**src/tpucc_pkg.sv**
```systemverilog
// constants, field layout and helper functions for the timer clock and clear control
package tpucc_pkg;

  // ****************************************
  // geometry
  // ****************************************
  localparam int NCH = 4;
  localparam int NGR = 4;
  localparam int CNT_W = 16;
  localparam int DATA_W = 32;
  localparam int ADDR_W = 12;
  localparam int DIV_W = 6;

  // ****************************************
  // address map: channel c, word i at (c << CH_LSB) | (i << IDX_LSB)
  // ****************************************
  localparam int REGION_LSB = 7;
  localparam int CH_LSB = 5;
  localparam int IDX_LSB = 2;
  localparam logic [ADDR_W-1:0] RUN_ADDR = 12'h080;
  localparam logic [2:0] IDX_CTRL = 3'h0;
  localparam logic [2:0] IDX_MODE = 3'h1;
  localparam logic [2:0] IDX_IOC = 3'h2;
  localparam logic [2:0] IDX_CNT = 3'h3;

  // ****************************************
  // count control field layout and codes
  // ****************************************
  localparam int CTRL_IMPL_W = 8;
  localparam int CLR_LSB = 5;
  localparam int EDGE_LSB = 3;
  localparam int PSC_LSB = 0;
  localparam logic [2:0] CLR_A = 3'h1;
  localparam logic [2:0] CLR_B = 3'h2;
  localparam logic [2:0] CLR_C = 3'h5;
  localparam logic [2:0] CLR_D = 3'h6;
  localparam logic [1:0] EDGE_RISE = 2'h0;
  localparam logic [1:0] EDGE_FALL = 2'h1;
  localparam int EDGE_BOTH_BIT = 1;
  localparam logic [2:0] PSC_1 = 3'h0;
  localparam logic [2:0] PSC_4 = 3'h1;
  localparam logic [2:0] PSC_16 = 3'h2;
  localparam logic [2:0] PSC_64 = 3'h3;
  localparam int TAP_4 = 1;
  localparam int TAP_16 = 3;
  localparam int TAP_64 = 5;

  // ****************************************
  // operating mode and pin action
  // ****************************************
  localparam logic [2:0] MODE_NORMAL = 3'h0;
  localparam logic [2:0] MODE_PWM = 3'h2;
  localparam int ACT_LVL_BIT = 2;
  localparam logic [1:0] ACT_HOLD = 2'h0;
  localparam logic [1:0] ACT_ZERO = 2'h1;
  localparam logic [1:0] ACT_ONE = 2'h2;
  localparam logic [2:0] PWM_OK_LO = 3'h2;
  localparam logic [2:0] PWM_OK_HI = 3'h5;

  // one count enable for a channel, from the shared free-running divider
  function automatic logic tpucc_tick(input logic [2:0] psc, input logic [1:0] edg,
                                      input logic [DIV_W-1:0] div);
    logic [DIV_W-1:0] nxt;
    int tap;
    logic rise;
    logic fall;
    nxt = div + 1'b1;
    tap = TAP_4;
    case (psc)
      PSC_4: tap = TAP_4;
      PSC_16: tap = TAP_16;
      PSC_64: tap = TAP_64;
      default: tap = TAP_4;
    endcase
    rise = !div[tap] && nxt[tap];
    fall = div[tap] && !nxt[tap];
    if (psc == PSC_1) begin
      // undivided clock: one count per cycle whatever the edge code
      tpucc_tick = 1'b1;
    end else if (psc > PSC_64) begin
      tpucc_tick = 1'b0;
    end else if (edg[EDGE_BOTH_BIT]) begin
      tpucc_tick = rise || fall;
    end else if (edg == EDGE_FALL) begin
      tpucc_tick = fall;
    end else begin
      tpucc_tick = rise;
    end
  endfunction : tpucc_tick

  // byte-lane merge for a 16-bit register
  function automatic logic [CNT_W-1:0] tpucc_merge16(input logic [CNT_W-1:0] old,
                                                     input logic [DATA_W-1:0] wd,
                                                     input logic [3:0] strb);
    tpucc_merge16 = old;
    if (strb[0]) begin
      tpucc_merge16[7:0] = wd[7:0];
    end
    if (strb[1]) begin
      tpucc_merge16[15:8] = wd[15:8];
    end
  endfunction : tpucc_merge16

endpackage : tpucc_pkg

```
**src/tpucc_ch_if.sv**
```systemverilog
// settings and state passed between the register file and one timer channel
interface tpucc_ch_if;
  import tpucc_pkg::*;
  logic run;
  logic tick;
  logic [2:0] clr_sel;
  logic [2:0] mode;
  logic [2:0] ioa;
  logic [CNT_W-1:0] gr [NGR];
  logic [CNT_W-1:0] cnt;
  logic wave;

  modport regs (output run, tick, clr_sel, mode, ioa, gr, input cnt, wave);
  modport chan (input run, tick, clr_sel, mode, ioa, gr, output cnt, wave);
endinterface : tpucc_ch_if

```
**src/tpucc_chan.sv**
```systemverilog
// one timer channel: counter, compare clear and wave output
module tpucc_chan (
  // clock and reset
  input wire logic mclk,
  input wire logic arst_n,
  // settings and state
  tpucc_ch_if.chan ch
);
  import tpucc_pkg::*;

  // ****************************************
  // compare and clear decode
  // ****************************************
  logic [CNT_W-1:0] cnt_ff;
  logic wave_ff;
  logic [CNT_W-1:0] nxt_cnt;
  logic nxt_wave;
  wire step = ch.run && ch.tick;
  wire [NGR-1:0] match;
  for (genvar i = 0; i < NGR; i++) begin : g_cmp
    assign match[i] = step && (cnt_ff == ch.gr[i]);
  end
  wire clr_hit = (ch.clr_sel == CLR_A && match[0])
              || (ch.clr_sel == CLR_B && match[1])
              || (ch.clr_sel == CLR_C && match[2])
              || (ch.clr_sel == CLR_D && match[3]);  // other codes never clear
  wire lvl = ch.ioa[ACT_LVL_BIT];
  wire pwm = ch.mode == MODE_PWM;  // prohibited codes behave as normal
  wire pwm_ok = ch.ioa == PWM_OK_LO || ch.ioa == PWM_OK_HI;

  // ****************************************
  // next values
  // ****************************************
  assign nxt_cnt = !step ? cnt_ff : clr_hit ? '0 : cnt_ff + 1'b1;
  always_comb begin
    nxt_wave = wave_ff;
    if (!ch.run) begin
      nxt_wave = lvl;  // initial level while stopped
    end else if (pwm) begin
      // invalid pwm settings freeze the pin rather than glitch it
      if (pwm_ok && match[0]) begin
        nxt_wave = !lvl;
      end else if (pwm_ok && clr_hit) begin
        nxt_wave = lvl;
      end
    end else if (match[0]) begin
      case (ch.ioa[1:0])
        ACT_HOLD: nxt_wave = lvl;
        ACT_ZERO: nxt_wave = 1'b0;
        ACT_ONE: nxt_wave = 1'b1;
        default: nxt_wave = !wave_ff;
      endcase
    end
  end

  always_ff @(posedge mclk or negedge arst_n) begin
    if (!arst_n) begin
      cnt_ff <= '0;
      wave_ff <= 1'b0;
    end else begin
      cnt_ff <= nxt_cnt;
      wave_ff <= nxt_wave;
    end
  end
  assign ch.cnt = cnt_ff;
  assign ch.wave = wave_ff;
endmodule : tpucc_chan

```
**src/tpucc_top.sv**
```systemverilog
// count clock prescale, edge select and clear control for four timer channels, apb slave
//
// Function
// - four channels, each with one wave pin from compare or pwm on register a
// - count control bits 15..8 read zero and ignore writes
// - clear code 001 clears on match a, 010 on match b
// - clear code 101 clears on match c, 110 on match d
// - codes 000 and 100 never clear; 011 and 111 must not be programmed
// - edge code 00 rising, 01 falling, 1x both edges
// - both edges halve the period; with undivided clock it is not done
// - prescale codes 000..011 pick divide by 1, 4, 16, 64
// - every channel picks its count clock on its own
// - mode 000 normal, 010 pwm, other codes prohibited
// - pin action sets initial level and 0, 1 or toggle on match a
module tpucc_top (
  // clock and reset
  input wire logic mclk,
  input wire logic arst_n,
  // apb slave
  input wire logic psel,
  input wire logic penable,
  input wire logic pwrite,
  input wire logic [tpucc_pkg::ADDR_W-1:0] paddr,
  input wire logic [tpucc_pkg::DATA_W-1:0] pwdata,
  input wire logic [3:0] pstrb,
  output logic [tpucc_pkg::DATA_W-1:0] prdata,
  output logic pready,
  output logic pslverr,
  // wave pins
  output logic chan0_wave_out,
  output logic chan1_wave_out,
  output logic chan2_wave_out,
  output logic chan3_wave_out
);
  import tpucc_pkg::*;

  // ****************************************
  // state
  // ****************************************
  logic [DIV_W-1:0] div_ff;
  logic [NCH-1:0] run_ff;
  logic [CTRL_IMPL_W-1:0] ctrl_ff [NCH];
  logic [2:0] mode_ff [NCH];
  logic [2:0] ioa_ff [NCH];
  logic [CNT_W-1:0] gr_ff [NCH][NGR];
  logic [DATA_W-1:0] prdata_ff;
  logic pready_ff;
  logic pslverr_ff;
  logic [NCH-1:0] wave_w;
  logic [CNT_W-1:0] cnt_w [NCH];
  logic [NCH-1:0] tick_w;
  logic [DATA_W-1:0] ch_rd [NCH];

  // ****************************************
  // address decode
  // ****************************************
  wire setup = psel && !penable;
  wire done = psel && penable && pready_ff;
  wire in_ch = paddr[ADDR_W-1:REGION_LSB] == '0;
  wire [1:0] ch_sel = paddr[REGION_LSB-1:CH_LSB];
  wire [2:0] idx = paddr[CH_LSB-1:IDX_LSB];
  wire is_run = paddr == RUN_ADDR;
  wire addr_ok = (in_ch && paddr[IDX_LSB-1:0] == '0) || is_run;
  wire wr_en = done && pwrite && addr_ok;
  wire [DATA_W-1:0] rd_word = is_run ? DATA_W'(run_ff) : in_ch ? ch_rd[ch_sel] : '0;

  // ****************************************
  // shared prescaler
  // ****************************************
  // one divider for all channels keeps equal settings in phase
  always_ff @(posedge mclk or negedge arst_n) begin
    if (!arst_n) begin
      div_ff <= '0;
    end else begin
      div_ff <= div_ff + 1'b1;
    end
  end

  // ****************************************
  // run control
  // ****************************************
  always_ff @(posedge mclk or negedge arst_n) begin
    if (!arst_n) begin
      run_ff <= '0;
    end else if (wr_en && is_run && pstrb[0]) begin
      run_ff <= pwdata[NCH-1:0];
    end
  end

  // ****************************************
  // channels
  // ****************************************
  for (genvar g = 0; g < NCH; g++) begin : g_ch
    tpucc_ch_if chif ();
    wire wr_g = wr_en && in_ch && ch_sel == 2'(g);
    wire [2:0] psc = ctrl_ff[g][PSC_LSB +: 3];
    wire [1:0] edg = ctrl_ff[g][EDGE_LSB +: 2];

    always_ff @(posedge mclk or negedge arst_n) begin
      if (!arst_n) begin
        ctrl_ff[g] <= '0;
        mode_ff[g] <= '0;
        ioa_ff[g] <= '0;
        for (int i = 0; i < NGR; i++) begin
          gr_ff[g][i] <= '0;
        end
      end else if (wr_g) begin
        case (idx)
          IDX_CTRL: if (pstrb[0]) ctrl_ff[g] <= pwdata[CTRL_IMPL_W-1:0];
          IDX_MODE: if (pstrb[0]) mode_ff[g] <= pwdata[2:0];
          IDX_IOC: if (pstrb[0]) ioa_ff[g] <= pwdata[2:0];
          IDX_CNT: ;
          default: gr_ff[g][idx[1:0]] <= tpucc_merge16(gr_ff[g][idx[1:0]], pwdata, pstrb);
        endcase
      end
    end

    // each channel decodes its own prescale and edge fields
    assign tick_w[g] = tpucc_tick(psc, edg, div_ff);
    assign chif.tick = tick_w[g];
    assign chif.run = run_ff[g];
    assign chif.clr_sel = ctrl_ff[g][CLR_LSB +: 3];
    assign chif.mode = mode_ff[g];
    assign chif.ioa = ioa_ff[g];
    for (genvar i = 0; i < NGR; i++) begin : g_gr
      assign chif.gr[i] = gr_ff[g][i];
    end
    assign cnt_w[g] = chif.cnt;
    assign wave_w[g] = chif.wave;

    // upper control bits are never stored, so they read as zero
    assign ch_rd[g] = idx == IDX_CTRL ? DATA_W'(ctrl_ff[g])
                    : idx == IDX_MODE ? DATA_W'(mode_ff[g])
                    : idx == IDX_IOC ? DATA_W'(ioa_ff[g])
                    : idx == IDX_CNT ? DATA_W'(cnt_w[g])
                    : DATA_W'(gr_ff[g][idx[1:0]]);

    tpucc_chan u_chan (
      .mclk(mclk),
      .arst_n(arst_n),
      .ch(chif.chan)
    );

  end

  // ****************************************
  // apb answer: pready one cycle after setup, prdata from setup
  // ****************************************
  always_ff @(posedge mclk or negedge arst_n) begin
    if (!arst_n) begin
      pready_ff <= 1'b0;
      pslverr_ff <= 1'b0;
      prdata_ff <= '0;
    end else begin
      pready_ff <= setup;
      pslverr_ff <= setup && !addr_ok;
      if (setup) begin
        prdata_ff <= pwrite ? '0 : rd_word;
      end
    end
  end

  assign prdata = prdata_ff;
  assign pready = pready_ff;
  assign pslverr = pslverr_ff;
  assign chan0_wave_out = wave_w[0];
  assign chan1_wave_out = wave_w[1];
  assign chan2_wave_out = wave_w[2];
  assign chan3_wave_out = wave_w[3];
endmodule : tpucc_top

```
**config.mk**
```make
export PLATFORM = sky130hd
export DESIGN_NAME = tpucc_top
export DESIGN_NICKNAME = d
export VERILOG_FILES = /design/src/tpucc_pkg.sv /design/src/tpucc_ch_if.sv /design/src/tpucc_chan.sv /design/src/tpucc_top.sv
export SDC_FILE = /design/constraint.sdc
export NUM_CORES = 1
export LEC_CHECK = 0
export BUFFER_PORTS_ARGS = -buffer_cell sky130_fd_sc_hd__clkbuf_2
export CELL_PAD_IN_SITES_DETAIL_PLACEMENT = 1
export CELL_PAD_IN_SITES_GLOBAL_PLACEMENT = 2
export CORE_MARGIN = 3
export CORE_UTILIZATION = 40
export DETAILED_ROUTE_END_ITERATION = 6
export PLACE_DENSITY = 0.86
export SLEW_MARGIN = 40
export SYNTH_ARGS = -nofsm -noshare
export SYNTH_HDL_FRONTEND = slang
export SYNTH_HIERARCHICAL = 1
export SYNTH_SLANG_ARGS = --single-unit
export TNS_END_PERCENT = 5
```
**constraint.sdc**
```tcl
create_clock -name mclk -period 7.58 [get_ports mclk]
set_input_delay 0.379 -clock mclk [delete_from_list [all_inputs] [get_ports mclk]]
set_output_delay 0.379 -clock mclk [all_outputs]
set_load 0.02 [all_outputs]
```
==> flow_summary.json, run 1 <==
{
  "initial_utilization": 0.409,
  "ios": 91,
  "vias_per_cell": 6.05,
  "die_h_um": 250,
  "gr-total-overflow": 0,
  "nets": 2358,
  "insertion_delay_ns": 0.58,
  "dieArea_sq_mm": 0.0626,
  "required_ns": 8.07,
  "htreeDepth": 2,
  "cts.clk_slew.worst_paths_ns": 0.06,
  "place_hpwl_um": 57400,
  "io_buffer_count": 56,
  "syn_avg_cell_area_sq_um": 10.1,
  "post_cts_resized": 0,
  "grtUsageMet1": 0.337,
  "cts_root_buffer": "clkbuf_16",
  "crit_chain": "and3_1 -> nand3_1 -> xor2_1 -> a21oi_1 -> mux2_2 -> ha_1 -> o22ai_1 -> a21oi_1 -> nor2_1 -> and2_1 -> nand3_1 -> nor2_1 -> nand3_1 -> xor2_1 -> a21oi_1",
  "vdd_drop_max_mv": 0.131,
  "cp-start-kind": "flip-flop",
  "via_count": 18706,
  "slowest_delay_ns": 0.62,
  "endpoint_kind": "flip-flop",
  "syn_area_sq_mm": 0.0239,
  "min_path_type": "primary input to flip-flop",
  "synth_edf_count": 0,
  "fmax_ghz": 0.232,
  "clk_path_buf_depth": 3,
  "finalCriticalPeriod_ns": 4.31,
  "layout-drive-gt1-share": 0.153,
  "grt-busiest-layer": "met2",
  "clock_sinks": 408,
  "crit_slowest_cell": "and2_1",
  "utilization": 0.444,
  "gp_congestion": 0.919,
  "num_rows": 88,
  "fin_crit_sh": 0.569,
  "ys.flop_type": "dfrtp_1",
  "hold_viol": 0,
  "power.density_mw_per_mm2": 185,
  "arrival_ns": 4.80,
  "drt_first_pass_iters": 5,
  "grt_pass1_vias": 19693,
  "ys_ff_latch": 408,
  "finalClockSkew_ns": 0.0150,
  "synth_warnings": 6,
  "synthDistinctLibCells": 73,
  "synth_cells": 2356,
  "core_area_sq_mm": 0.0584,
  "cts_tree": "done",
  "fp.dieW_um": 250,
  "synth_async_sr_flop_share": 1.00,
  "grt_pass1_wl_um": 125000,
  "p_leak_nw": 12.0,
  "grt_max_degree": 105,
  "wire_per_inst_um": 26.7,
  "drv_slew": 0,
  "yosysSeqAreaShare": 0.428,
  "tns_ns": 0,
  "wl_um": 82600,
  "tightest_slew_ns": 0.929,
  "status": "complete, no violations",
  "critical_path_class": "flip-flop to flip-flop",
  "grt_util_met2": 0.417,
  "drtIter0Drc": 1378,
  "area_delta_synth_final_pct": 8.56,
  "rsz0062_at_grt": "no",
  "drc_errors": 0,
  "ant_nets": 0,
  "use_met3": 0.0645,
  "grt_use_total": 0.261,
  "crit_path_max_fanout": 12,
  "antenna_found_initial": 5,
  "cap_violations": 0,
  "numCtsBuffers": 48,
  "relSlewSlack": 0.379,
  "setup_viol_count_final": 0
}
-- cell type report --
type / count / area [sq um]
antenna: 2 / 5.00
clock buffer: 71 / 1420
clock inverter: 13 / 140
fill: 6468 / 32500
inverter: 21 / 78.8
multi-input combinational: 1731 / 12600
sequential: 408 / 10200
tap: 765 / 957
timing repair buffer: 82 / 537
-- worst max-delay path: cells and delay by family (launching register included) --
family,cells,cell delay (ns)
XOR/XNOR,2,0.73
flip-flops,1,0.51
multiplexers,1,0.30
adder cells (fa/ha/maj),1,0.30
AO/OA/AOI/OAI,4,0.52
AND/OR/NAND/NOR,7,1.84
-- cell usage in the layout, fill, tap and decap left out, types with 13 or more instances in the layout --
cell / netlist / routed
nand2b_1: 16 / 16
nand3_1: 41 / 41
o21ai_1: 17 / 17
nor4_1: 44 / 43
and2_1: 14 / 14
mux2_2: 80 / 80
a21oi_1: 140 / 140
clkbuf_16: 0 / 49
nor2_1: 96 / 96
dfrtp_1: 408 / 408
ha_1: 13 / 13
o21ai_0: 204 / 204
mux4_2: 81 / 81
a221o_1: 17 / 17
nand2_1: 312 / 312
clkbuf_2: 2 / 52
buf_4: 37 / 22
conb_1: 1 / 16
a21o_1: 27 / 27
xnor2_1: 115 / 115
inv_1: 20 / 20
or3_1: 20 / 20
nand4_1: 41 / 41
xor2_1: 181 / 181
mux2i_1: 75 / 75
-- metrics by stage --
step | cells | total power, mW | cell area, sq um | hold slack, ns | worst slack, ns
final | 3093 | 4.79 | 25900 | 0.155 | 3.27
after global routing | 3092 | 4.95 | 25900 | 0.186 | 2.99
after CTS | 3090 | 4.83 | 25900 | 0.112 | 3.38
after detailed placement | 3005 | 2.48 | 24300 | 0.374 | 3.42
after global placement | 3004 | 2.48 | 24300 | 0.371 | 3.58
after floorplan | 2371 | 2.35 | 23900 | 0.0834 | 4.72
-- layer usage --
metal | vias up | wire [um] | part of all wire
met2 | 618 | 38500 | 0.47
met1 | 9702 | 33800 | 0.41
met3 | 195 | 6380 | 0.077
met4 | 4 | 3930 | 0.048
met5 | - | 26 | 0.00031
li1 | 8187 | - | -
-- flip-flops by register name (all words and copies together), names as in the netlist, 6 cells and up --
name / count
g_ch.chif.mode: 12
g_ch.chif.ioa: 12
g_ch.chif.gr: 256
g_ch.u_chan/ch.cnt: 64
ctrl_ff: 32
div_ff: 6
prdata: 16
-- final timing paths --
check / from / end / slack [ns] / cells after the start
hold reg to reg: div_ff[0]$_DFF_PN0_ / div_ff[0]$_DFF_PN0_ / 0.47 / 1
max in group asynchronous: arst_n / g_ch[3].chif.gr[44]$_DFFE_PN0P_ / 5.88 / 4
hold / removal: paddr[1] / pslverr$_DFF_PN0_ / 0.15 / 3
min in group asynchronous: arst_n / g_ch[0].chif.gr[1]$_DFFE_PN0P_ / 0.35 / 2
setup / recovery: div_ff[1]$_DFF_PN0_ / g_ch[3].u_chan/ch.cnt[11]$_DFFE_PN0N_ / 3.27 / 15
setup reg to reg: div_ff[1]$_DFF_PN0_ / g_ch[3].u_chan/ch.cnt[11]$_DFFE_PN0N_ / 3.27 / 15
-- cell usage after synthesis (all sizes together) (17+ instances only) --
| master | count | area [sq um] |
|---|---|---|
| o21ai | 221 | 1110 |
| mux2 | 82 | 923 |
| inv | 20 | 75.1 |
| or3 | 22 | 148 |
| mux2i | 75 | 751 |
| a21oi | 140 | 701 |
| buf | 122 | 775 |
| nand4 | 43 | 282 |
| a221o | 17 | 170 |
| nor4 | 47 | 313 |
| nand2 | 312 | 1170 |
| xnor2 | 115 | 1010 |
| mux4 | 81 | 1820 |
| clkbuf | 89 | 337 |
| a21o | 27 | 203 |
| xor2 | 181 | 1590 |
| dfrtp | 408 | 10200 |
| nor2 | 99 | 384 |
| nand3 | 42 | 215 |
-- where the power goes --
part	switching, mW	leakage [nW]	internal [mW]
Sequential	0.00156	5.69	2.18
Combinational	0.202	5.54	0.0641
Clock	0.951	0.777	1.39
Total	1.15	12.0	3.63
-- timing repair --
item                      in CTS  in global routing
setup buffers                  0                  0
hold endpoints to repair      64                  0
hold buffers                   1                  0
-- cell families after synthesis --
kind of cell,Yosys count,synth area share
flops,408,0.428
buf+inv,232,0.0499
simple gates,696,0.145
fa+ha+maj,13,0.00682
compound gates,472,0.115
mux,238,0.147
other cells,1,0.000157
xor+xnor,296,0.109
No activity file was read; power rests on OpenSTA's default activity.
==> run 2: changes to the inputs <==
- CORE_UTILIZATION: 40 -> 37
- PLACE_DENSITY: 0.86 -> 0.84
- clock period: 7.58 -> 3.7 ns (I/O delays scaled with it)
==> flow_summary.json, run 2 (synthesis gave the netlist of run 1 again) <==
{
  "grt_use_total": 0.250,
  "nets": 2398,
  "cap_violations": 0,
  "fin_crit_sh": 0.935,
  "die_h_um": 260,
  "status": "complete, no violations",
  "endpoint_kind": "flip-flop",
  "antenna_found_initial": 3,
  "filler_cell_count": 7021,
  "drv_slew": 0,
  "rrSetupSlack_ns": 0.24,
  "finalClockSkew_ns": 0.0159,
  "fmax_ghz": 0.289,
  "numCtsBuffers": 48,
  "min_path_type": "primary input to flip-flop",
  "insertion_delay_ns": 0.59,
  "power.density_mw_per_mm2": 370,
  "initial_utilization": 0.376,
  "required_ns": 4.21,
  "wire_per_inst_um": 26.1,
  "tightest_slew_ns": 0.861,
  "layout_common_cells": "dfrtp_1, nand2_1, o21ai_0",
  "cp-start-kind": "flip-flop",
  "ios": 91,
  "cts_root_buffer": "clkbuf_16",
  "ant_nets": 0,
  "drt_first_pass_iters": 5,
  "layout-drive-gt1-share": 0.163,
  "drtIter0Drc": 1747,
  "largest_register_ffs": 256,
  "vias_per_cell": 5.90,
  "p_total_mw": 9.73,
  "gp_congestion": 0.941,
  "finalCriticalPeriod_ns": 3.46,
  "arrival_ns": 3.97,
  "rr_startpoint": "div_ff[2]$_DFF_PN0_",
  "tns_ns": 0,
  "via_count": 18942,
  "rsz0062_at_grt": "no",
  "critical_path_class": "flip-flop to flip-flop",
  "r2r_cells": 16,
  "core_area_sq_mm": 0.0634,
  "grt_pass1_wl_um": 129000,
  "hold_viol": 0,
  "area_delta_synth_final_pct": 10.3,
  "cts_tree": "done",
  "htreeDepth": 2,
  "crit_path_max_fanout": 4,
  "grt_pass1_vias": 19995,
  "io_buffer_count": 56,
  "reg2reg_to": "g_ch[0].u_chan/ch.cnt[12]$_DFFE_PN0N_",
  "clk_path_buf_depth": 3,
  "drc_errors": 0,
  "vdd_drop_max_mv": 0.227,
  "min_from": "paddr[11]",
  "setup_viol_count_final": 0,
  "layout_commonest_cell": "dfrtp_1",
  "fp.dieW_um": 260,
  "cts.clk_slew.worst_paths_ns": 0.06,
  "grt_max_degree": 87,
  "place_hpwl_um": 59200,
  "wl_um": 83800,
  "crit_end": "g_ch[0].u_chan/ch.cnt[12]$_DFFE_PN0N_",
  "num_rows": 92,
  "relSlewSlack": 0.422,
  "gr-total-overflow": 0,
  "dieArea_sq_mm": 0.0676,
  "p_leak_nw": 12.2,
  "startpoint": "div_ff[2]$_DFF_PN0_",
  "clock_sinks": 408
}
-- run 2: changes by cell type in the layout (fill, tap and decap cells not counted), moves of 2 or more --
cell / change
nor2_2: +2
buf_6: -2
or4_2: -5
buf_12: +6
or4_1: +5
dlygate4sd3_1: +2
buf_4: +35
clkinv_2: -3
clkbuf_1: +2
clkbuf_8: -4
nor2_1: -2
-- run 2: worst min path at each step --
stage	slack, ns	depth (start not counted)	to
after floorplan	-0.11	0	ctrl_ff[0]$_DFFE_PN0P_
after global placement	0.27	1	g_ch[2].u_chan/ch.cnt[9]$_DFFE_PN0N_
after detailed placement	0.27	1	g_ch[2].u_chan/ch.cnt[9]$_DFFE_PN0N_
after CTS	0.0007	4	prdata[3]$_DFFE_PN0P_
after global routing	0.07	4	prdata[3]$_DFFE_PN0P_
final	0.03	4	prdata[3]$_DFFE_PN0P_
-- run 2: metrics by stage --
step | hold slack, ns | std cells | setup slack [ns] | instance area, sq um | utilization
global placement | 0.265 | 3125 | 0.269 | 24700 | 0.390
CTS | 0.000657 | 3209 | 0.152 | 26300 | 0.415
detailed placement | 0.275 | 3125 | 0.210 | 24700 | 0.390
global route | 0.0739 | 3209 | 0.0180 | 26300 | 0.415
finish | 0.0301 | 3211 | 0.242 | 26300 | 0.415
floorplan | -0.111 | 2371 | 0.844 | 23900 | -
-- run 2: layout make-up --
cell class	count	area, sq um	area share
Multi-Input combinational cell	1731	12500	0.477
Clock buffer	69	1370	0.0521
Timing Repair Buffer	122	890	0.0338
Clock inverter	12	145	0.00552
Inverter	21	78.8	0.00300
Tap cell	846	1060	0.0402
Antenna cell	2	5.00	0.000190
Sequential cell	408	10200	0.388
-- run 2: critical path, cell delays in order (launching register included) --
cell and delay (ns):
dfrtp_1 0.41, and3_1 0.21, nand3_1 0.11, xor2_1 0.24, buf_4 0.17, a21oi_1 0.08
mux2_2 0.28, ha_1 0.29, o22ai_1 0.17, a21oi_1 0.07, nor2_1 0.17, and2_1 0.30
nand2_1 0.08, nor2_1 0.29, nand4_1 0.18, xor2_1 0.19, a21oi_1 0.13
-- run 2: report_power, final --
part	internal [mW]	switching, mW
logic	0.144	0.418
registers	4.47	0.00313
clock network	2.77	1.94
total	7.38	2.36
-- run 2: metal layers --
layer | GRT usage | part of all wire
met5 | 0 | 0.00016
met2 | 0.410 | 0.47
met3 | 0.0464 | 0.067
met1 | 0.333 | 0.43
met4 | 0.0869 | 0.037
-- run 2: what timing repair did --
action,CTS,global route
hold buffers,3,0
hold endpoints to repair,79,0
buffers inserted,0,0
endpoints found under the setup margin,0,6
resized for setup,0,2
==> run 3: changes to the inputs <==
- RECOVER_POWER: default -> 100
==> flow_summary.json, run 3 (synthesis gave the netlist of run 1 again) <==
{
  "cts_tree": "done",
  "min_path_type": "primary input to flip-flop",
  "die_h_um": 260,
  "relSlewSlack": -0.661,
  "grt_pass1_wl_um": 129000,
  "ios": 91,
  "initial_utilization": 0.376,
  "intPower_mw": 7.37,
  "wl_um": 83700,
  "clk_path_buf_depth": 3,
  "nets": 2398,
  "met1_length_um": 35400,
  "dpl-instance-area_sq_mm": 0.0247,
  "grt_use_total": 0.250,
  "drt_first_pass_iters": 5,
  "tightest_slew_ns": 2.49,
  "endpoint_kind": "flip-flop",
  "antenna_found_initial": 3,
  "gp_congestion": 0.941,
  "power.density_mw_per_mm2": 372,
  "status": "finished with violations",
  "required_ns": 4.16,
  "place_hpwl_um": 59200,
  "crit_slowest_cell": "nor3_1",
  "vias_per_cell": 5.89,
  "critPathTopFamily": "simple AND/OR/NAND/NOR gates",
  "critical_path_class": "primary input to flip-flop",
  "critPathBufInv": 1,
  "fp.dieW_um": 260,
  "crit_path_max_fanout": 32,
  "p_sw_frac": 0.242,
  "io_buffer_count": 56,
  "numCtsBuffers": 48,
  "whs_ns": 0.0627,
  "p_total_mw": 9.73,
  "drtIter0Drc": 1715,
  "clock_sinks": 408,
  "rsz0062_at_grt": "no",
  "crit_chain": "buf_4 -> nor3_1 -> nand3_2 -> nor2_1 -> mux2_2",
  "arrival_ns": 4.00,
  "dieArea_sq_mm": 0.0676,
  "dp_slack_ns": 0.210,
  "comb_power_share": 0.057,
  "cts.clk_slew.worst_paths_ns": 0.06,
  "fmax_ghz": 0.282,
  "dr_wl_met2_um": 39600,
  "failed_checks": "capacitance limit, slew limit",
  "largest_register_ffs": 256,
  "gr-total-overflow": 0,
  "pwr-share-seq": 0.459,
  "fin_ws_ns": 0.160,
  "grt_max_degree": 87,
  "clkPwrFrac": 0.483,
  "cts_setup_buffers": 0,
  "drv_slew": 393,
  "maxUsedRoutingLayer": "met5",
  "grt_pass1_vias": 19995,
  "core_area_sq_mm": 0.0634,
  "route.met3.wl_um": 5850,
  "fin_crit_sh": 0.957,
  "via_count": 18915,
  "p_switching_mw": 2.36,
  "cts_root_buffer": "clkbuf_16",
  "ant_nets": 0,
  "layout_commonest_cell": "dfrtp_1",
  "hold_viol": 0,
  "finalClockSkew_ns": 0.0181,
  "area_delta_synth_final_pct": 9.57,
  "insertion_delay_ns": 0.59,
  "stdcell_area_sq_mm": 0.0261,
  "layout-drive-gt1-share": 0.140,
  "slowest_delay_ns": 1.80,
  "wire_per_inst_um": 26.1,
  "cp-start-kind": "primary input",
  "tns_ns": 0,
  "p_leak_nw": 12.0,
  "setup_viol_count_final": 0,
  "vdd_drop_max_mv": 0.225,
  "rrSetupSlack_ns": 0.25,
  "cap_violations": 12,
  "finalCriticalPeriod_ns": 3.54,
  "num_rows": 92,
  "layout_common_cells": "dfrtp_1, nand2_1, o21ai_0",
  "htreeDepth": 2,
  "drc_errors": 0
}
[run 3: cell count changes in the layout (fill, tap and decap cells not counted), moves of 2 or more]
cell and change:
clkbuf_1 +44, buf_4 -26, clkbuf_2 -17, o21ai_0 +17, o21ai_1 -17, nor2_1 +2, or4_1 +2
[run 3: worst paths after layout]
| check | startpoint | endpoint | depth (start not counted) |
|---|---|---|---|
| max | paddr[3] | ctrl_ff[5]$_DFFE_PN0P_ | 5 |
| min | pwrite | prdata[3]$_DFFE_PN0P_ | 4 |
| max reg2reg | div_ff[2]$_DFF_PN0_ | g_ch[0].u_chan/ch.cnt[12]$_DFFE_PN0N_ | 16 |
| min reg2reg | div_ff[0]$_DFF_PN0_ | div_ff[0]$_DFF_PN0_ | 1 |
| max in group asynchronous | arst_n | g_ch[3].chif.gr[35]$_DFFE_PN0P_ | 3 |
| min in group asynchronous | arst_n | g_ch[2].u_chan/ch.cnt[9]$_DFFE_PN0N_ | 2 |
[run 3: layout make-up]
cell class,count,area [sq um]
Tap cell,846,1060
Multi-Input combinational cell,1731,12500
Antenna cell,3,7.51
Fill cell,7053,37300
Clock inverter,12,145
Clock buffer,69,1370
Timing Repair Buffer,122,759
Sequential cell,408,10200
Inverter,21,78.8
[run 3: metrics by stage]
step | cells | utilization
finish | 3212 | 0.412
global route | 3209 | 0.412
CTS | 3209 | 0.415
detailed placement | 3125 | 0.390
global placement | 3125 | 0.390
floorplan | 2371 | -
[run 3: power groups by stage]
stage               clock [mW]  sequential, mW  combinational, mW
floorplan                    0            4.55              0.263
global placement             0            4.55              0.544
CTS                       4.81            4.47              0.558
detailed placement           0            4.55              0.553
finish                    4.70            4.47              0.556
global route              4.99            4.47              0.592
[run 3: worst register-to-register path, delay by kind of cell (launching register included)]
kind,cells,cell delay [ns]
AND/OR/NAND/NOR,7,1.35
flip-flops,1,0.41
buffers and inverters,1,0.18
XOR/XNOR,2,0.43
adder cells (fa/ha/maj),1,0.29
AO/OA/AOI/OAI,4,0.44
multiplexers,1,0.28
[run 3: repair_timing]
action                                  4_1_cts  5_1_grt
hold buffers                                  3        0
endpoints found under the setup margin        0        6
resized for setup                             0        2
endpoints found under the hold margin        79        0
[run 3: per-layer routing]
layer,vias up,global-route usage
li1,8256,-
met1,9851,0.333
met2,656,0.410
met3,150,0.0464
met4,2,0.0869
met5,-,0
